### src/rtl/crt_pkg.sv
// Constants and types shared by the clock recovery trim controller.
package crt_pkg;
	// Register byte addresses.
	localparam logic [7:0] ADR_CONTROL = 8'h00;
	localparam logic [7:0] ADR_CONFIG  = 8'h04;
	localparam logic [7:0] ADR_STATUS  = 8'h08;
	localparam logic [7:0] ADR_CLEAR   = 8'h0C;
	// Control field positions.
	localparam int CR_TRIM_LSB = 8;
	localparam int CR_SOFTWARE_SYNC   = 7;
	localparam int CR_AUTO     = 6;
	localparam int CR_CEN      = 5;
	// Config field positions.
	localparam int CFG_POL     = 31;
	localparam int CFG_SRC_LSB = 28;
	localparam int CFG_DIV_LSB = 24;
	localparam int CFG_LIM_LSB = 16;
	// Status field positions; flags sit in bits 3..0.
	localparam int ST_CAP_LSB = 16;
	localparam int ST_DIR     = 15;
	localparam int ST_OVF     = 10;
	localparam int ST_MISS    = 9;
	localparam int ST_SERR    = 8;
	localparam int FL_EXPECTED_SYNC_EVENT   = 3;
	localparam int FL_ERR     = 2;
	localparam int FL_WARN    = 1;
	localparam int FL_OK      = 0;
	// Reset values and the largest trim code.
	localparam logic [5:0]  TRIM_RST   = 6'h20;
	localparam logic [7:0]  LIMIT_RST  = 8'h22;
	localparam logic [15:0] RELOAD_RST = 16'hBB7F;
	localparam logic [1:0]  SRC_RST    = 2'h2;
	localparam logic [5:0]  TRIM_MAX   = 6'h3F;
	// Sync source codes.
	localparam logic [1:0] SRC_PIN  = 2'h0;
	localparam logic [1:0] SRC_XTAL = 2'h1;
	localparam logic [1:0] SRC_SOF  = 2'h2;
	// Glitch filter: a level must be seen this many samples in a row.
	localparam int FILT_LEN = 3;
	// Whole register state of the controller.
	typedef struct packed {
		logic [5:0]          trim;
		logic                auto_trim;
		logic                cen;
		logic [3:0]          irq_en;
		logic                pol;
		logic [1:0]          src;
		logic [2:0]          div;
		logic [7:0]          limit;
		logic [15:0]         reload;
		logic [15:0]         cap;
		logic                cap_dir;
		logic                ovf;
		logic                miss;
		logic                serr;
		logic [3:0]          flags;
		logic [15:0]         cnt;
		logic                cnt_up;
		logic                stopped;
		logic [FILT_LEN-1:0] filt_sh;
		logic                filt;
		logic                lvl_prev;
		logic [6:0]          div_cnt;
		logic                sw_pend;
		logic                ack;
		logic [31:0]         rdata;
		logic                irq;
	} crt_state_t;
endpackage : crt_pkg

### src/rtl/crt_recovery.sv
// Clock recovery trim controller with a classic Wishbone register slave.
`timescale 1ns/10ps

////////////////////////////////////////////////////////////////////////////////
module crt_recovery (
	input  wire logic        clk_i,
	input  wire logic        rst_i,
	input  wire logic        wb_cyc_i,
	input  wire logic        wb_stb_i,
	input  wire logic        wb_we_i,
	input  wire logic [7:0]  wb_adr_i,
	input  wire logic [3:0]  wb_sel_i,
	input  wire logic [31:0] wb_dat_i,
	output logic      [31:0] wb_dat_o,
	output logic             wb_ack_o,
	input  wire logic        sync_pin_i,
	input  wire logic        sync_xtal_i,
	input  wire logic        sync_sof_i,
	output logic      [5:0]  trim_o,
	output logic             irq_o
);

	crt_pkg::crt_state_t q;
	crt_pkg::crt_state_t next_q;
	logic        req;
	logic        wr;
	logic        raw;
	logic        lvl;
	logic        edge_evt;
	logic [6:0]  dmask;
	logic        sync_evt;
	logic [15:0] err_lim;
	logic [15:0] warn_lim;
	logic [15:0] tol_lim;
	logic [1:0]  step;
	logic [6:0]  adj;
	logic [31:0] rd;

	////////////////////////////////////////////////////////////////////////////
	// Add or subtract a step, saturating at the code limits; bit 6 flags it.
	function automatic logic [6:0] crt_trim_step(input logic [5:0] t,
			input logic [1:0] s, input logic inc);
		logic [6:0] w;
		w = inc ? ({1'b0, t} + {5'h00, s}) : ({1'b0, t} - {5'h00, s});
		if (inc && (w > {1'b0, crt_pkg::TRIM_MAX})) begin
			return {1'b1, crt_pkg::TRIM_MAX};
		end
		if (!inc && w[6]) begin
			return 7'h40;
		end
		return {1'b0, w[5:0]};
	endfunction : crt_trim_step

	////////////////////////////////////////////////////////////////////////////
	// Limits derived from the frequency error limit field.
	assign err_lim  = {1'b0, q.limit, 7'h00};
	assign warn_lim = 16'({q.limit, 1'b0}) + 16'(q.limit);
	assign tol_lim  = {8'h00, q.limit};

	// Bus request decode; every request is answered one cycle later.
	assign req = wb_cyc_i && wb_stb_i && !q.ack;
	assign wr  = req && wb_we_i;

	// Source mux; code 3 selects nothing and stays low.
	always_comb begin
		case (q.src)
			crt_pkg::SRC_PIN:  raw = sync_pin_i;
			crt_pkg::SRC_XTAL: raw = sync_xtal_i;
			crt_pkg::SRC_SOF:  raw = sync_sof_i;
			default:           raw = 1'b0;
		endcase
	end

	// Polarity after the filter, edge pulse, then the binary prescaler.
	assign lvl      = q.filt ^ q.pol;
	assign edge_evt = lvl && !q.lvl_prev;
	assign dmask    = 7'((8'h01 << q.div) - 8'h01);
	assign sync_evt = (edge_evt && ((q.div_cnt | ~dmask) == 7'h7F)) || q.sw_pend;

	////////////////////////////////////////////////////////////////////////////
	// Read data for the addressed register; unmapped reads give zero.
	always_comb begin
		rd = 32'h0000_0000;
		case (wb_adr_i)
			crt_pkg::ADR_CONTROL: begin
				rd[crt_pkg::CR_TRIM_LSB +: 6] = q.trim;
				rd[crt_pkg::CR_AUTO]          = q.auto_trim;
				rd[crt_pkg::CR_CEN]           = q.cen;
				rd[3:0]                       = q.irq_en;
			end
			crt_pkg::ADR_CONFIG: begin
				rd[crt_pkg::CFG_POL]              = q.pol;
				rd[crt_pkg::CFG_SRC_LSB +: 2]     = q.src;
				rd[crt_pkg::CFG_DIV_LSB +: 3]     = q.div;
				rd[crt_pkg::CFG_LIM_LSB +: 8]     = q.limit;
				rd[15:0]                          = q.reload;
			end
			crt_pkg::ADR_STATUS: begin
				rd[crt_pkg::ST_CAP_LSB +: 16] = q.cap;
				rd[crt_pkg::ST_DIR]           = q.cap_dir;
				rd[crt_pkg::ST_OVF]           = q.ovf;
				rd[crt_pkg::ST_MISS]          = q.miss;
				rd[crt_pkg::ST_SERR]          = q.serr;
				rd[3:0]                       = q.flags;
			end
			default: rd = 32'h0000_0000;
		endcase
	end

	////////////////////////////////////////////////////////////////////////////
	// Next state: bus writes first, then hardware events so a set beats a clear.
	always_comb begin
		next_q       = q;
		step         = 2'h0;
		adj          = {1'b0, q.trim};
		next_q.ack   = req;
		next_q.rdata = req ? rd : q.rdata;
		next_q.sw_pend = 1'b0;
		// Register writes.
		if (wr && (wb_adr_i == crt_pkg::ADR_CONTROL)) begin
			if (wb_sel_i[0]) begin
				next_q.auto_trim = wb_dat_i[crt_pkg::CR_AUTO];
				next_q.cen       = wb_dat_i[crt_pkg::CR_CEN];
				next_q.irq_en    = wb_dat_i[3:0];
				next_q.sw_pend   = wb_dat_i[crt_pkg::CR_SOFTWARE_SYNC];
			end
			if (wb_sel_i[1] && !q.auto_trim) begin
				next_q.trim = wb_dat_i[crt_pkg::CR_TRIM_LSB +: 6];
			end
		end
		if (wr && (wb_adr_i == crt_pkg::ADR_CONFIG) && !q.cen) begin
			if (wb_sel_i[3]) begin
				next_q.pol = wb_dat_i[crt_pkg::CFG_POL];
				next_q.src = wb_dat_i[crt_pkg::CFG_SRC_LSB +: 2];
			end
			if (wb_sel_i[3]) begin
				next_q.div = wb_dat_i[crt_pkg::CFG_DIV_LSB +: 3];
			end
			if (wb_sel_i[2]) begin
				next_q.limit = wb_dat_i[crt_pkg::CFG_LIM_LSB +: 8];
			end
			if (wb_sel_i[1]) begin
				next_q.reload[15:8] = wb_dat_i[15:8];
			end
			if (wb_sel_i[0]) begin
				next_q.reload[7:0] = wb_dat_i[7:0];
			end
		end
		if (wr && (wb_adr_i == crt_pkg::ADR_CLEAR) && wb_sel_i[0]) begin
			next_q.flags = q.flags & ~wb_dat_i[3:0];
			if (wb_dat_i[crt_pkg::FL_ERR]) begin
				next_q.ovf  = 1'b0;
				next_q.miss = 1'b0;
				next_q.serr = 1'b0;
			end
		end
		// Glitch filter: the level only follows a steady run of samples.
		next_q.filt_sh = {q.filt_sh[crt_pkg::FILT_LEN-2:0], raw};
		if (&q.filt_sh) begin
			next_q.filt = 1'b1;
		end else if (~|q.filt_sh) begin
			next_q.filt = 1'b0;
		end
		next_q.lvl_prev = lvl;
		if (edge_evt) begin
			next_q.div_cnt = q.div_cnt + 7'h01;
		end
		// Frequency error counter and evaluation.
		if (!q.cen) begin
			next_q.stopped = 1'b0;
		end else if (sync_evt) begin
			next_q.cnt     = q.reload;
			next_q.cnt_up  = 1'b0;
			next_q.stopped = 1'b0;
			next_q.cap     = q.cnt;
			next_q.cap_dir = q.cnt_up;
			if (q.stopped) begin
				next_q.miss = 1'b1;
				next_q.flags[crt_pkg::FL_ERR] = 1'b1;
			end else if (q.cnt >= err_lim) begin
				next_q.serr = 1'b1;
				next_q.flags[crt_pkg::FL_ERR] = 1'b1;
			end else if (q.cnt >= warn_lim) begin
				next_q.flags[crt_pkg::FL_WARN] = 1'b1;
				step = 2'h2;
			end else if (q.cnt >= tol_lim) begin
				next_q.flags[crt_pkg::FL_OK] = 1'b1;
				step = 2'h1;
			end else begin
				next_q.flags[crt_pkg::FL_OK] = 1'b1;
			end
			// Slow oscillator (still counting down) raises the code.
			adj = crt_trim_step(q.trim, step, !q.cnt_up);
			if (q.auto_trim && (step != 2'h0)) begin
				next_q.trim = adj[5:0];
				if (adj[6]) begin
					next_q.ovf = 1'b1;
					next_q.flags[crt_pkg::FL_ERR] = 1'b1;
				end
			end
		end else if (!q.cnt_up) begin
			if (q.cnt == 16'h0000) begin
				next_q.cnt_up = 1'b1;
				next_q.cnt    = 16'h0001;
				next_q.flags[crt_pkg::FL_EXPECTED_SYNC_EVENT] = 1'b1;
			end else begin
				next_q.cnt = q.cnt - 16'h0001;
			end
		end else if (q.cnt >= err_lim) begin
			if (!q.stopped) begin
				next_q.stopped = 1'b1;
				next_q.miss    = 1'b1;
				next_q.flags[crt_pkg::FL_ERR] = 1'b1;
			end
		end else begin
			next_q.cnt = q.cnt + 16'h0001;
		end
		next_q.irq = |(q.flags & q.irq_en);
		// Synchronous reset values.
		if (rst_i) begin
			next_q        = '0;
			next_q.trim   = crt_pkg::TRIM_RST;
			next_q.limit  = crt_pkg::LIMIT_RST;
			next_q.reload = crt_pkg::RELOAD_RST;
			next_q.src    = crt_pkg::SRC_RST;
		end
	end

	// State register.
	always_ff @(posedge clk_i) begin
		q <= next_q;
	end

	assign wb_dat_o = q.rdata;
	assign wb_ack_o = q.ack;
	assign trim_o   = q.trim;
	assign irq_o    = q.irq;
endmodule : crt_recovery

### config.mk
export PLATFORM = sky130hd
export DESIGN_NAME = crt_recovery
export DESIGN_NICKNAME = d
export VERILOG_FILES = /design/src/rtl/crt_pkg.sv /design/src/rtl/crt_recovery.sv
export SDC_FILE = /design/constraint.sdc
export NUM_CORES = 1
export LEC_CHECK = 0
export BUFFER_PORTS_ARGS = -buffer_cell sky130_fd_sc_hd__buf_2
export CAP_MARGIN = 20
export CELL_PAD_IN_SITES_DETAIL_PLACEMENT = 1
export CELL_PAD_IN_SITES_GLOBAL_PLACEMENT = 1
export CORE_AREA = 2 2 136 152
export DETAILED_ROUTE_END_ITERATION = 10
export DIE_AREA = 0 0 138 154
export PLACE_DENSITY_LB_ADDON = 0.1
export SLEW_MARGIN = 25
export SYNTH_ARGS = -nofsm -noshare
export SYNTH_HDL_FRONTEND = slang
export SYNTH_SLANG_ARGS = --single-unit
### constraint.sdc
create_clock -name clk_i -period 4.7 [get_ports clk_i]
set_input_delay 1.41 -clock clk_i [delete_from_list [all_inputs] [get_ports clk_i]]
set_output_delay 1.41 -clock clk_i [all_outputs]
set_load 0.05 [all_outputs]
==> results.json <==
{
  "synth-seq-cells": 131,
  "timing.max_cap.violations": 0,
  "dr.first_iter.drc_count": 298,
  "grt_max_degree": 64,
  "portion_of_the_post_synthesis_area_used_by_sequential_elements_pct": 33.8,
  "timing.critical_path.required_ps": 5050,
  "antenna_cells_inserted": 0,
  "gp_congestion": 0.839,
  "cts_made_buffers": 17,
  "router_iterations_before_antenna_repair": 7,
  "cts_tree": "done",
  "vias_in_the_first_global_route": 7452,
  "hold-worst-slack_ps": 453,
  "rsz0062_at_grt": "yes",
  "cp_max_fo": 7,
  "final-seq-area_um2": 2630,
  "run_status": "finished with violations",
  "grt_antenna_before_repair": 0,
  "dpl_cell_area_um2": 8420,
  "core_region_area_um2": 19600,
  "static-leakage-power_nw": 3.77,
  "grt_overflow": 0,
  "postSynth.asyncResetShare_pct": 0,
  "detail-route-antenna-nets": 0,
  "path_class": "reg -> reg",
  "cp-end-kind": "register",
  "post-synth-top-count-cell": "sky130_fd_sc_hd__nand2_1",
  "nets_final": 1135,
  "multi_input_comb_area_um2": 4580,
  "clkLatencyLatePin_ps": 430,
  "routed_wirelength_um": 25400,
  "synth_area_per_cell_um2": 8.02,
  "vias": 7169,
  "post_synth_most_frequent_cells": "sky130_fd_sc_hd__nand2_1 (161), sky130_fd_sc_hd__dfxtp_1 (131), sky130_fd_sc_hd__nor2_1 (90)",
  "io_pins": 92,
  "floorplan.die.width_um": 138,
  "clkSinkCount": 131,
  "finalSetupViolCount": 8,
  "cell_area_after_synthesis_um2": 7770,
  "holdBufCountCts": 0,
  "cts.reportedPaths.clkPinSlew_ps": 60,
  "layout-drive-gt1-share_pct": 23.2,
  "syn-num-nets": 1066,
  "ys_dominant_reg_cell": "sky130_fd_sc_hd__dfxtp_1",
  "fin_crit_sh_pct": 104,
  "yosys_warnings": 0,
  "core.rowCount": 54,
  "period_needed_ps": 4880,
  "fin_skew_ps": 8.92,
  "power_density_nw_per_um2": 283,
  "die_h_um": 154,
  "die_footprint_um2": 21300,
  "post-synth-top-area-cell": "sky130_fd_sc_hd__dfxtp_1",
  "hold_violations": 0,
  "syn_inst": 968,
  "synth.area.top_cells": "sky130_fd_sc_hd__dfxtp_1 (34%), sky130_fd_sc_hd__nand2_1 (7.8%), sky130_fd_sc_hd__ha_1 (7.1%)",
  "floorplan.initialDensity_pct": 39.6,
  "avgRoutedWirePerCell_um": 19.5,
  "synth.lib_cells_used.distinct": 83,
  "placement.io_buffers": 89,
  "fmax_ghz": 0.205,
  "drv_slew": 0,
  "global_route_wire_length_before_repair_um": 41300,
  "place.detailed.hpwl_um": 19000,
  "design_area_um2": 9120,
  "failed_checks": "negative setup slack",
  "fin_ws_ps": -178,
  "critPathLaunchType": "register",
  "synth_largest_type_area_fraction_pct": 33.8,
  "routed_via_density": 5.51,
  "slew_headroom_pct": 42.2,
  "critical_path_arrival_ps": 5220,
  "number_of_flops_mapped_to_enable_cells_by_yosys": 0,
  "ctsHtreeMaxLevel": 4,
  "cts-root-buf": "sky130_fd_sc_hd__clkbuf_16",
  "area.growth.synth_to_final_pct": 17.4,
  "final.fill_count": 2410,
  "grt.total_usage_pct": 24.5,
  "clock_tree.buffer_depth": 2,
  "remaining_drc_errors": 0,
  "hold_class": "reg -> reg",
  "irDropWorstVdd_uv": 270,
  "slew_worst_pin_ps": 862
}
## sequential cells by signal, indices dropped and copies added (netlist names)
register,cells
err_lim,8
irq_o,1
q,83
trim_o,6
wb_ack_o,1
wb_dat_o,32
## logic make-up after synthesis
family / share of synthesized area [%]
DFF: 33.8
AOI/OAI and AO/OA: 20.0
adders and majority gates: 8.25
and+or+nand+nor: 23.6
buffers and inverters: 8.78
xor gates and xnor gates: 2.48
muxes: 3.21
## layout by cell type, fill, tap and decap left out, types with 25 or more instances in the layout
| cell type | n |
|---|---|
| sky130_fd_sc_hd__a21oi_1 | 64 |
| sky130_fd_sc_hd__buf_2 | 88 |
| sky130_fd_sc_hd__buf_4 | 60 |
| sky130_fd_sc_hd__dfxtp_1 | 129 |
| sky130_fd_sc_hd__ha_1 | 42 |
| sky130_fd_sc_hd__inv_1 | 25 |
| sky130_fd_sc_hd__nand2_1 | 161 |
| sky130_fd_sc_hd__nand3_1 | 33 |
| sky130_fd_sc_hd__nor2_1 | 88 |
| sky130_fd_sc_hd__nor3_1 | 34 |
| sky130_fd_sc_hd__o21ai_0 | 27 |
## worst paths after layout
kind	from	to	slack [ps]	cells after the start
worst min register to register	wb_dat_o[14]$_SDFFE_PP0P_	wb_dat_o[14]$_SDFFE_PP0P_	450	2
worst max-delay path	err_lim[8]$_SDFFE_PP1P_	q[67]$_SDFF_PP0_	-180	27
worst min-delay path	wb_dat_o[14]$_SDFFE_PP0P_	wb_dat_o[14]$_SDFFE_PP0P_	450	2
worst max register to register	err_lim[8]$_SDFFE_PP1P_	q[67]$_SDFF_PP0_	-180	27
## report_power, final
group	internal [mW]	switching [mW]	leakage, nW	total [mW]
logic	0.0436	0.105	2.44	0.148
clock network	0.715	0.590	0.274	1.30
registers	1.12	0.00612	1.06	1.13
total	1.88	0.701	3.77	2.58
## worst max-delay path, cell delays in order (launching register included)
cell                       delay (ps)
sky130_fd_sc_hd__dfxtp_4          360
sky130_fd_sc_hd__buf_6            120
sky130_fd_sc_hd__fa_2             390
sky130_fd_sc_hd__a21oi_2          140
sky130_fd_sc_hd__nor2_1            50
sky130_fd_sc_hd__nor2_1           150
sky130_fd_sc_hd__nor2b_1           70
sky130_fd_sc_hd__o21ai_1          120
sky130_fd_sc_hd__nand2b_1         120
sky130_fd_sc_hd__xnor2_1          150
sky130_fd_sc_hd__ha_1             320
sky130_fd_sc_hd__a21oi_2          140
sky130_fd_sc_hd__o31ai_2           80
sky130_fd_sc_hd__a211oi_2         330
sky130_fd_sc_hd__and2_4           220
sky130_fd_sc_hd__o21ai_2           50
sky130_fd_sc_hd__ha_1             280
sky130_fd_sc_hd__nand2_1           50
sky130_fd_sc_hd__o21a_1           150
sky130_fd_sc_hd__fa_2             350
sky130_fd_sc_hd__a21o_1           190
sky130_fd_sc_hd__a21oi_2          170
sky130_fd_sc_hd__nor2_2            80
sky130_fd_sc_hd__a211oi_4         190
sky130_fd_sc_hd__buf_12           160
sky130_fd_sc_hd__xnor2_1          110
sky130_fd_sc_hd__a21oi_1           80
sky130_fd_sc_hd__nor3_1           170
## repair_timing
action,4_1_cts,5_1_grt
pin swaps,17,9
gates resized for setup,22,9
endpoints found under the setup margin,8,8
setup buffers,3,2
## stage by stage
step	power (mW)	utilization [%]	setup TNS [ps]	worst slack [ps]	std cells
6_report	2.58	46.6	-941	-178	1302
3_3_place_gp	1.30	43.0	-2480	-363	1268
5_1_grt	2.67	46.6	-2850	-439	1302
3_5_place_dp	1.30	43.0	-2860	-408	1268
4_1_cts	2.61	46.3	-518	-108	1302
2_1_floorplan	1.26	-	0	17.5	968
## layer usage
metal / vias up / GRT usage, % / share of wire (%)
met2: 139 / 42.8 / 51
li1: 3548 / - / -
met3: 22 / 3.92 / 3.4
met4: 0 / 7.24 / 1.6
met1: 3460 / 31.3 / 44
met5: - / 0 / 0
## area by class of cell
| class | instances | share of cell area [%] |
|---|---|---|
| Multi-Input combinational cell | 710 | 50.2 |
| Sequential cell | 131 | 28.8 |
| Timing Repair Buffer | 150 | 10.1 |
| Clock buffer | 18 | 4.81 |
| Tap cell | 252 | 3.46 |
| Clock inverter | 14 | 1.47 |
| Inverter | 27 | 1.11 |
Note: power is estimated with default switching activity, not from simulation.
